### src/design/tdc_pkg.sv
package tdc_pkg;
  // ==========================================================
  // register map (printed offsets are not all multiples of 4)
  localparam logic [7:0]  TDC_IDX_CONFIG   = 8'h21;
  localparam logic [7:0]  TDC_IDX_SOURCE   = 8'h22;
  localparam logic [7:0]  TDC_IDX_LEVEL_X  = 8'h23;
  localparam logic [7:0]  TDC_IDX_LEVEL_Y  = 8'h24;
  localparam logic [7:0]  TDC_IDX_LEVEL_Z  = 8'h25;
  localparam logic [7:0]  TDC_IDX_LIMIT    = 8'h26;
  localparam logic [7:0]  TDC_IDX_LATENCY  = 8'h27;
  localparam logic [7:0]  TDC_IDX_WINDOW   = 8'h28;
  localparam logic [7:0]  TDC_IDX_CONTROL  = 8'h2a;
  localparam logic [7:0]  TDC_IDX_STEP     = 8'h30;
  // ==========================================================
  // config fields
  localparam int TDC_CFG_ABORT = 7;
  localparam int TDC_CFG_LATCH = 6;
  localparam int TDC_CFG_ZD    = 5;
  localparam int TDC_CFG_ZS    = 4;
  localparam int TDC_CFG_YD    = 3;
  localparam int TDC_CFG_YS    = 2;
  localparam int TDC_CFG_XD    = 1;
  localparam int TDC_CFG_XS    = 0;
  // source fields, and the low-noise bit of the control register
  localparam int TDC_SRC_ACTIVE = 7;
  localparam int TDC_SRC_SEEN0  = 4;
  localparam int TDC_SRC_DOUBLE = 3;
  localparam int TDC_SRC_SIGN0  = 0;
  localparam int TDC_CTL_LOW_NOISE = 2;
  // ==========================================================
  // reset values and scales
  localparam logic [7:0]  TDC_RST_BYTE   = 8'h00;
  localparam logic [6:0]  TDC_RST_LEVEL  = 7'h00;
  localparam logic [15:0] TDC_RST_STEP   = 16'h0064;
  // 8g scale over 7 bits: one level step is 1/16 of a g
  localparam int          TDC_SCALE_SHIFT = 4;
  // low noise: 4g ceiling is level 64
  localparam logic [6:0]  TDC_LEVEL_CAP_LN = 7'h40;

  typedef enum logic [1:0] {
    TDC_AXIS_X, TDC_AXIS_Y, TDC_AXIS_Z
  } tdc_axis_t;

  typedef struct packed {
    logic [2:0] seen;
    logic       double_tap;
    logic [2:0] sign;
  } tdc_event_t;
endpackage

### src/design/tdc_tap_detect.sv
// The AHB-Lite interface to the registers is this design's own decision.
`timescale 1ns/1ps
// Functional notes
// - abort bit clear: double tap keeps running
// - abort set: short pulse in latency suspends
// - latch bit selects latching of source flags
// - per-axis double tap enables, reset zero
// - per-axis single tap enables, reset zero
// - report only enabled axis and type
// - active flag set once event generated
// - per-axis seen flags in bits 6..4
// - bit 3 tells single or double
// - per-axis sign bits, one is negative
// - latched: freeze status until source read
// - source read clears all and interrupt
// - independent per-axis levels start detection
// - seven-bit level, bit 7 reads zero
// - fixed 8g scale, 0.063g per step
// - low noise caps level at 4g
// - level fields reset to zero
// - pulse valid if it ends within limit
// - ignore pulses during latency interval
// - second pulse starts within window
module tdc_tap_detect
  import tdc_pkg::*;
(
  input  wire logic               hclk,
  input  wire logic               hresetn,
  input  wire logic               hsel,
  input  wire logic [31:0]        haddr,
  input  wire logic [1:0]         htrans,
  input  wire logic               hwrite,
  input  wire logic [2:0]         hsize,
  input  wire logic [31:0]        hwdata,
  input  wire logic               hready,
  output logic      [31:0]        hrdata,
  output logic                    hreadyout,
  output logic                    hresp,
  input  wire logic               sample_valid,
  input  wire logic signed [13:0] accel_x,
  input  wire logic signed [13:0] accel_y,
  input  wire logic signed [13:0] accel_z,
  output logic                    tap_irq
);
  import tdc_pkg::*;

  // ==========================================================
  // bus slave: zero wait states, always OKAY
  logic       ap_wr;
  logic       ap_rd;
  logic [7:0] ap_idx;
  logic       next_ap_wr;
  logic       next_ap_rd;
  logic [7:0] next_ap_idx;
  logic       req;

  assign req = hsel && hready && htrans[1];
  assign hreadyout = 1'b1;
  assign hresp = 1'b0;

  always_comb begin
    next_ap_wr = req && hwrite;
    next_ap_rd = req && !hwrite;
    next_ap_idx = req ? haddr[9:2] : ap_idx;
  end

  always_ff @(posedge hclk or negedge hresetn) begin
    if (!hresetn) begin
      ap_wr <= 1'b0;
      ap_rd <= 1'b0;
      ap_idx <= TDC_RST_BYTE;
    end else begin
      ap_wr <= next_ap_wr;
      ap_rd <= next_ap_rd;
      ap_idx <= next_ap_idx;
    end
  end

  // ==========================================================
  // software registers
  logic [7:0]  config_q;
  logic [6:0]  level [3];
  logic [7:0]  time_limit;
  logic [7:0]  latency;
  logic [7:0]  window;
  logic [7:0]  control;
  logic [15:0] step;
  logic [7:0]  next_config;
  logic [6:0]  next_level [3];
  logic [7:0]  next_time_limit;
  logic [7:0]  next_latency;
  logic [7:0]  next_window;
  logic [7:0]  next_control;
  logic [15:0] next_step;
  logic [7:0]  wbyte;

  assign wbyte = hwdata[7:0];

  always_comb begin
    next_config = config_q;
    next_level = level;
    next_time_limit = time_limit;
    next_latency = latency;
    next_window = window;
    next_control = control;
    next_step = step;
    if (ap_wr) begin
      unique case (ap_idx)
        TDC_IDX_CONFIG:  next_config = wbyte;
        TDC_IDX_LEVEL_X: next_level[TDC_AXIS_X] = wbyte[6:0];
        TDC_IDX_LEVEL_Y: next_level[TDC_AXIS_Y] = wbyte[6:0];
        TDC_IDX_LEVEL_Z: next_level[TDC_AXIS_Z] = wbyte[6:0];
        TDC_IDX_LIMIT:   next_time_limit = wbyte;
        TDC_IDX_LATENCY: next_latency = wbyte;
        TDC_IDX_WINDOW:  next_window = wbyte;
        TDC_IDX_CONTROL: next_control = wbyte;
        TDC_IDX_STEP:    next_step = hwdata[15:0];
        default: ;
      endcase
    end
  end

  always_ff @(posedge hclk or negedge hresetn) begin
    if (!hresetn) begin
      config_q <= TDC_RST_BYTE;
      level[0] <= TDC_RST_LEVEL;
      level[1] <= TDC_RST_LEVEL;
      level[2] <= TDC_RST_LEVEL;
      time_limit <= TDC_RST_BYTE;
      latency <= TDC_RST_BYTE;
      window <= TDC_RST_BYTE;
      control <= TDC_RST_BYTE;
      step <= TDC_RST_STEP;
    end else begin
      config_q <= next_config;
      level <= next_level;
      time_limit <= next_time_limit;
      latency <= next_latency;
      window <= next_window;
      control <= next_control;
      step <= next_step;
    end
  end

  // ==========================================================
  // time step enable: timers advance once every step+1 cycles of hclk
  logic [15:0] div;
  logic [15:0] next_div;
  logic        tick;

  assign tick = (div == 16'h0000);
  always_comb begin
    next_div = tick ? step : div - 16'h0001;
  end
  always_ff @(posedge hclk or negedge hresetn) begin
    if (!hresetn) begin
      div <= TDC_RST_STEP;
    end else begin
      div <= next_div;
    end
  end

  // ==========================================================
  // per-axis threshold compare on the fixed 8g scale
  function automatic logic [6:0] eff_level(input logic [6:0] lv,
                                           input logic       ln);
    eff_level = (ln && lv > TDC_LEVEL_CAP_LN) ? TDC_LEVEL_CAP_LN : lv;
  endfunction

  logic signed [13:0] acc [3];
  logic [2:0] above;
  logic [2:0] above_now;
  logic [2:0] above_held;
  logic [2:0] next_above_held;
  logic [2:0] neg;
  assign acc[0] = accel_x;
  assign acc[1] = accel_y;
  assign acc[2] = accel_z;

  genvar g;
  generate
    for (g = 0; g < 3; g++) begin : g_cmp
      logic [13:0] mag;
      assign mag = acc[g][13] ? 14'(-acc[g]) : 14'(acc[g]);
      // 14-bit count over +-8g: shift to 1/16 g units
      assign above_now[g] =
        ((mag >> (13 - TDC_SCALE_SHIFT - 3)) >
         {7'h00, eff_level(level[g], control[TDC_CTL_LOW_NOISE])});
      assign neg[g] = acc[g][13];
    end
  endgenerate

  // between samples the last result stands, or every pulse would end
  always_comb begin
    above = sample_valid ? above_now : above_held;
    next_above_held = above;
  end
  always_ff @(posedge hclk or negedge hresetn) begin
    if (!hresetn) begin
      above_held <= 3'b000;
    end else begin
      above_held <= next_above_held;
    end
  end

  // ==========================================================
  // tap sequencer over all axes together
  typedef enum logic [2:0] {
    TDC_IDLE, TDC_PULSE1, TDC_LAT, TDC_WIN, TDC_PULSE2, TDC_QUIET
  } tdc_state_t;

  tdc_state_t state;
  tdc_state_t next_state;
  logic [7:0] tmr;
  logic [7:0] next_tmr;
  logic [7:0] ltmr;
  logic [7:0] next_ltmr;
  logic [2:0] axes;
  logic [2:0] next_axes;
  logic [2:0] sgn;
  logic [2:0] next_sgn;
  logic       suspend;
  logic       next_suspend;
  logic       det;
  logic       det_dbl;
  logic [2:0] sen;
  logic [2:0] den;
  logic       any_above;

  assign sen = {config_q[TDC_CFG_ZS], config_q[TDC_CFG_YS],
                config_q[TDC_CFG_XS]};
  assign den = {config_q[TDC_CFG_ZD], config_q[TDC_CFG_YD],
                config_q[TDC_CFG_XD]};
  assign any_above = |(above & (sen | den));

  always_comb begin
    next_state = state;
    next_tmr = tmr;
    next_ltmr = ltmr;
    next_axes = axes;
    next_sgn = sgn;
    next_suspend = suspend;
    det = 1'b0;
    det_dbl = 1'b0;
    unique case (state)
      TDC_IDLE: begin
        if (any_above) begin
          next_state = TDC_PULSE1;
          next_tmr = TDC_RST_BYTE;
          next_axes = above & (sen | den);
          next_sgn = neg;
        end
      end
      TDC_PULSE1: begin
        if (!any_above) begin
          next_state = TDC_LAT;
          next_ltmr = TDC_RST_BYTE;
          next_suspend = 1'b0;
          det = |(axes & sen);
        end else if (tick && tmr == time_limit) begin
          next_state = TDC_QUIET;
        end else if (tick) begin
          next_tmr = tmr + 8'h01;
        end
      end
      TDC_LAT: begin
        // pulses here are ignored, only watched for abort
        if (any_above && config_q[TDC_CFG_ABORT]) begin
          next_suspend = 1'b1;
        end
        if (tick && ltmr == latency) begin
          next_tmr = TDC_RST_BYTE;
          // abort only if the pulse ended in time
          if (!(|(axes & den)) || (suspend && !any_above)) begin
            next_state = TDC_IDLE;
          end else begin
            next_state = TDC_WIN;
          end
        end else if (tick) begin
          next_ltmr = ltmr + 8'h01;
        end
      end
      TDC_WIN: begin
        if (any_above) begin
          next_state = TDC_PULSE2;
          next_tmr = TDC_RST_BYTE;
          next_sgn = neg;
        end else if (tick && tmr == window) begin
          next_state = TDC_IDLE;
        end else if (tick) begin
          next_tmr = tmr + 8'h01;
        end
      end
      TDC_PULSE2: begin
        if (!any_above) begin
          next_state = TDC_IDLE;
          det = |(axes & den);
          det_dbl = 1'b1;
        end else if (tick && tmr == time_limit) begin
          next_state = TDC_QUIET;
        end else if (tick) begin
          next_tmr = tmr + 8'h01;
        end
      end
      TDC_QUIET: begin
        // the tail of an over-long pulse is no new threshold crossing
        if (!any_above) begin
          next_state = TDC_IDLE;
        end
      end
    endcase
  end

  always_ff @(posedge hclk or negedge hresetn) begin
    if (!hresetn) begin
      state <= TDC_IDLE;
      tmr <= TDC_RST_BYTE;
      ltmr <= TDC_RST_BYTE;
      axes <= 3'b000;
      sgn <= 3'b000;
      suspend <= 1'b0;
    end else begin
      state <= next_state;
      tmr <= next_tmr;
      ltmr <= next_ltmr;
      axes <= next_axes;
      sgn <= next_sgn;
      suspend <= next_suspend;
    end
  end

  // ==========================================================
  // source register
  logic       active;
  logic       next_active;
  tdc_event_t evt;
  tdc_event_t next_evt;
  tdc_event_t found;
  logic       src_read;

  assign src_read = ap_rd && ap_idx == TDC_IDX_SOURCE;
  always_comb begin
    found.seen = axes & (det_dbl ? den : sen);
    found.double_tap = det_dbl;
    found.sign = sgn & found.seen;
  end

  always_comb begin
    next_active = active;
    next_evt = evt;
    if (src_read) begin
      next_active = 1'b0;
      next_evt = '0;
    end
    // a new event on the clearing read wins over the clear
    if (det) begin
      next_active = 1'b1;
      if (!(active && config_q[TDC_CFG_LATCH]) || src_read) begin
        next_evt = found;
      end
    end
  end

  always_ff @(posedge hclk or negedge hresetn) begin
    if (!hresetn) begin
      active <= 1'b0;
      evt <= '0;
    end else begin
      active <= next_active;
      evt <= next_evt;
    end
  end

  assign tap_irq = active;

  // ==========================================================
  // read mux
  always_comb begin
    hrdata = 32'h0000_0000;
    if (ap_rd) begin
      unique case (ap_idx)
        TDC_IDX_CONFIG:  hrdata[7:0] = config_q;
        TDC_IDX_SOURCE:  hrdata[7:0] = {active, evt};
        TDC_IDX_LEVEL_X: hrdata[6:0] = level[TDC_AXIS_X];
        TDC_IDX_LEVEL_Y: hrdata[6:0] = level[TDC_AXIS_Y];
        TDC_IDX_LEVEL_Z: hrdata[6:0] = level[TDC_AXIS_Z];
        TDC_IDX_LIMIT:   hrdata[7:0] = time_limit;
        TDC_IDX_LATENCY: hrdata[7:0] = latency;
        TDC_IDX_WINDOW:  hrdata[7:0] = window;
        TDC_IDX_CONTROL: hrdata[7:0] = control;
        TDC_IDX_STEP:    hrdata[15:0] = step;
        default: ;
      endcase
    end
  end
endmodule

### config.mk
export PLATFORM = sky130hd
export DESIGN_NAME = tdc_tap_detect
export DESIGN_NICKNAME = d
export VERILOG_FILES = /design/src/design/tdc_pkg.sv /design/src/design/tdc_tap_detect.sv
export SDC_FILE = /design/constraint.sdc
export NUM_CORES = 1
export LEC_CHECK = 0
export BUFFER_PORTS_ARGS = -buffer_cell sky130_fd_sc_hd__buf_4
export CORE_MARGIN = 1.5
export CORE_UTILIZATION = 25
export DETAILED_ROUTE_END_ITERATION = 7
export PLACE_DENSITY_LB_ADDON = 0.08
export SLEW_MARGIN = 20
export SYNTH_ARGS = -nofsm -noshare
export SYNTH_HDL_FRONTEND = slang
export SYNTH_SLANG_ARGS = --single-unit
### constraint.sdc
create_clock -name hclk -period 2.9 [get_ports hclk]
set_input_delay 0.29 -clock hclk [delete_from_list [all_inputs] [get_ports hclk]]
set_output_delay 0.29 -clock hclk [all_outputs]
set_load 0.02 [all_outputs]
==> results.txt <==
The per-cell via count in the routed design was 4.78; the floorplan die area was 0.0339 mm2. The global route total overflow was 0; the starting density of the core was 25.3%. For the core outline area, the log shows 0.0325 mm2. In the final layout, the share of cells above drive strength 1 is 43.0%.

The per-cell routed wire length was 19.1 um; the growth of design area from synthesis to finish was 39.3%. For this block, the routed nets add up to 27,800 um of wire. The worst setup path is captured at a flop.

After technology mapping, the gate count stands at 800. The clock passes through at most 2 buffers. Placed wire-length estimate: 21,100 um. The worst register-to-register path begins at control[2].

Worst-path maximum fanout: 5. The final route contains 6,971 vias. The yosys synthesis warning count came out at 0.

The routed design could run at a clock period as short as 3220 ps. The critical path launch point type is an input pin. The root buffer cell chosen for the clock tree is sky130_fd_sc_hd__clkbuf_16. The tools report the global-route wire length before repair as 43,500 um. The number of nets in the finished design was 1,144. In this run the tightest slew margin relative to its limit is 51.4%. The critical path class was in2reg. The register area share after synthesis is 42.8%, and the global placer's final weighted congestion is 0.783. Among all flip-flop cells after synthesis, the most frequent one is sky130_fd_sc_hd__dfrtp_1. In this run the most critical hold path is launched from hwdata[14]. The final critical path takes up 111% of the cycle. The count of boundary I/O pins came out at 152.

The floorplan has 66 rows. The run gives 339 as the violation count after the first detailed-route iteration. Setup repair after global routing could not meet its margin everywhere.

The DRC violations left came out at 2. The slowest stage of the critical path is the sky130_fd_sc_hd__or3_4 cell. The tools report the data required time at the worst endpoint as 3250 ps. Maximum achievable frequency: 0.311 GHz.

Entering global routing, the biggest net connects 70 pins. The flow ran to the end, but the final reports show violations. Summed over all instances, the cell type with the most area after synthesis is sky130_fd_sc_hd__dfrtp_1. The floorplan step set the die width to 184 um.

The number of fill cells was 3,323. The post-CTS clock slew at the launch and capture registers of the worst setup and hold paths works out to 70 ps. Worst-case setup margin in the final layout: -316 ps. The count of flip-flops with a built-in enable after synthesis was 0; the antenna diode count was 0.

Of the post-synthesis cell area, the dominant cell type holds 40.9%. The power density normalized to cell area is 589 mW/mm2, and the combined global-route utilization of all metal layers is 17.0%. The path type of the worst min-delay path was in2reg. Max-cap violations in this run came to 0. After synthesis the cells add up to 0.00821 mm2. At the pin with the least slew margin, the transition time is 730 ps. TritonCTS built the clock tree. The number of global-route vias before repair was 7,218; the proportion of synthesized flip-flops having asynchronous set or reset was 100%. For the worst-skew pair, the clock arrives at the later sink with an insertion delay of 430 ps.

The per-instance average area after synthesis is 10.3 um2, and the total count of max-transition violations in the final report is 0. The count of port buffers added during placement was 89; the first-pass iteration count of the detailed router was 8. For the final database, setup skew stands at 18.4 ps. Final cell utilization of the core: 35.2%. The worst-case IR drop observed on VDD is 292 uV. The post-route setup TNS was -6010 ps; the total leakage power was 4.80 nW. After synthesis, the cell types taking the most area are sky130_fd_sc_hd__dfrtp_1, sky130_fd_sc_hd__mux2_2, sky130_fd_sc_hd__xnor2_1, sky130_fd_sc_hd__ha_1, sky130_fd_sc_hd__nand2_1. Count of nets left with antenna violations after detail routing: 0.

The number of antenna violations at the first check in global routing is 0. From bottom edge to top edge, the die measures 184 um. In this design, the stage delay of the slowest critical-path cell is 410 ps.

The final reports fail on design-rule violations, negative setup slack. The depth of the CTS H-tree is 4, and the number of distinct library cells after synthesis is 67. The count of endpoints failing hold in the final timing report was 0; the number of clock sinks was 140. In this run, synthesis produced a sequential element count of 140.

The critical path starts at accel_y[5]. Setup violations remaining at the end of the flow were counted as 33. Buffers inserted during clock tree synthesis total 17. Walking the worst path, the cells encountered are buf_6 > nor4_4 > nand3_2 > or3_4 > o31ai_4 > xnor2_1 > ha_1 > and3_4 > and3_4 > a32oi_4 > o21ai_4 > a31oi_4 > buf_6 > o2111ai_4 > or3_4 > a21oi_2.

STA puts the critical path data arrival time at 3560 ps.
-- through the flow --
stage          hold slack, ps  power (W)  area, um2  worst slack [ps]  cells
6_report                 87.4    0.00673      11400              -316   1458
5_1_grt                  74.2    0.00711      11400              -428   1458
4_1_cts                  72.0    0.00677      11200              -318   1453
3_5_place_dp              365    0.00433      10200              -968   1402
3_3_place_gp              360    0.00433      10200              -922   1402
2_1_floorplan           -5.59    0.00357       8390              -635    816
-- layout by cell type (no fill, tap or decap), types with 13 or more instances in the layout --
cell type                   instances
sky130_fd_sc_hd__nor2_1            43
sky130_fd_sc_hd__o21ai_0           23
sky130_fd_sc_hd__nand4_1           13
sky130_fd_sc_hd__buf_4            191
sky130_fd_sc_hd__nand2_1           69
sky130_fd_sc_hd__xor2_1            20
sky130_fd_sc_hd__buf_6             21
sky130_fd_sc_hd__a21oi_1           15
sky130_fd_sc_hd__nor3_1            17
sky130_fd_sc_hd__clkbuf_16         17
sky130_fd_sc_hd__xnor2_1           40
sky130_fd_sc_hd__conb_1            18
sky130_fd_sc_hd__mux2_2            85
sky130_fd_sc_hd__dfrtp_1          132
sky130_fd_sc_hd__inv_1             17
sky130_fd_sc_hd__ha_1              24
-- Yosys cell counts (9+ instances only) --
cell type                  count
sky130_fd_sc_hd__clkbuf_1     26
sky130_fd_sc_hd__inv_1        17
sky130_fd_sc_hd__nand2_1      73
sky130_fd_sc_hd__a22oi_1      14
sky130_fd_sc_hd__o21ai_0      36
sky130_fd_sc_hd__buf_4        18
sky130_fd_sc_hd__mux2_2       85
sky130_fd_sc_hd__a21oi_1      19
sky130_fd_sc_hd__a221oi_1     13
sky130_fd_sc_hd__a222oi_1      9
sky130_fd_sc_hd__xnor2_1      41
sky130_fd_sc_hd__nor4_1       13
sky130_fd_sc_hd__ha_1         24
sky130_fd_sc_hd__dfrtp_1     134
sky130_fd_sc_hd__o31ai_1       9
sky130_fd_sc_hd__nand4_1      13
sky130_fd_sc_hd__nor3_1       18
sky130_fd_sc_hd__xor2_1       20
sky130_fd_sc_hd__nor2_1       54
sky130_fd_sc_hd__nand3_1      14
sky130_fd_sc_hd__and3_1       17
sky130_fd_sc_hd__and2_1        9
-- registers in the layout (all words and copies together), names as in the netlist, 7 cells and up --
| signal | count |
|---|---|
| step | 16 |
| window | 8 |
| time_limit | 8 |
| evt | 7 |
| control | 8 |
| latency | 8 |
| config_q | 8 |
| div | 16 |
| level | 21 |
| tmr | 8 |
| ap_idx | 8 |
| ltmr | 8 |
-- what timing repair did --
| item | in CTS | in global routing |
|---|---|---|
| gates cloned | 1 | 0 |
| buffers inserted | 16 | 5 |
| pin swaps | 44 | 25 |
| hold buffers | 2 | 0 |
| resized for setup | 93 | 30 |
| endpoints found under the setup margin | 42 | 42 |
| endpoints found under the hold margin | 67 | 0 |
-- power breakdown --
group,switching [W],internal [W]
Sequential,0.000370,0.00225
Clock,0.000937,0.00117
Combinational,0.00101,0.000991
Total,0.00232,0.00441
-- final cells by class --
type	count	area, um2	area share [%]
clock buffer	21	470	4.12
clock inverter	11	86.3	0.755
inverter	17	63.8	0.558
multi-input combinational	610	4990	43.7
sequential	140	3510	30.7
tap	442	553	4.84
timing repair buffer	217	1750	15.3
-- path summary, 6_finish.rpt --
check / to / slack [ps] / cells after the start
worst max-delay path: tmr[5] / -320 / 16
worst min-delay path: step[14] / 90 / 2
worst max register to register: tmr[5] / -150 / 14
worst min register to register: div[0] / 480 / 1
max in group asynchronous: step[2] / 1740 / 3
min in group asynchronous: step[15] / 430 / 2
-- per-layer routing --
layer  up-vias  global-route usage (%)  part of all wire, %
met5         -                       0                    0
met2       129                    28.9                   49
met3        16                    2.41                  3.0
met1      3495                    22.9                   47
li1       3331                       -                    -
met4         0                    3.87                  1.1
-- worst max-delay path: cells and delay by family --
| kind | cells | cell delay (ps) |
|---|---|---|
| xor+xnor | 1 | 100 |
| buf+inv | 2 | 230 |
| simple gates | 6 | 1610 |
| compound gates | 6 | 1020 |
| fa+ha+maj | 1 | 320 |
-- kinds of logic (layout without fill, tap and decap cells) --
logic type	Yosys count	in the layout	share of synthesized area [%]
xor+xnor	61	61	6.51
fa+ha+maj	24	24	3.66
flops	140	140	42.8
other cells	2	18	0.0915
simple gates	252	252	15.8
mux	94	94	12.8
buf+inv	66	266	3.90
compound gates	161	161	14.4
Power figures use the tool's default switching activity.
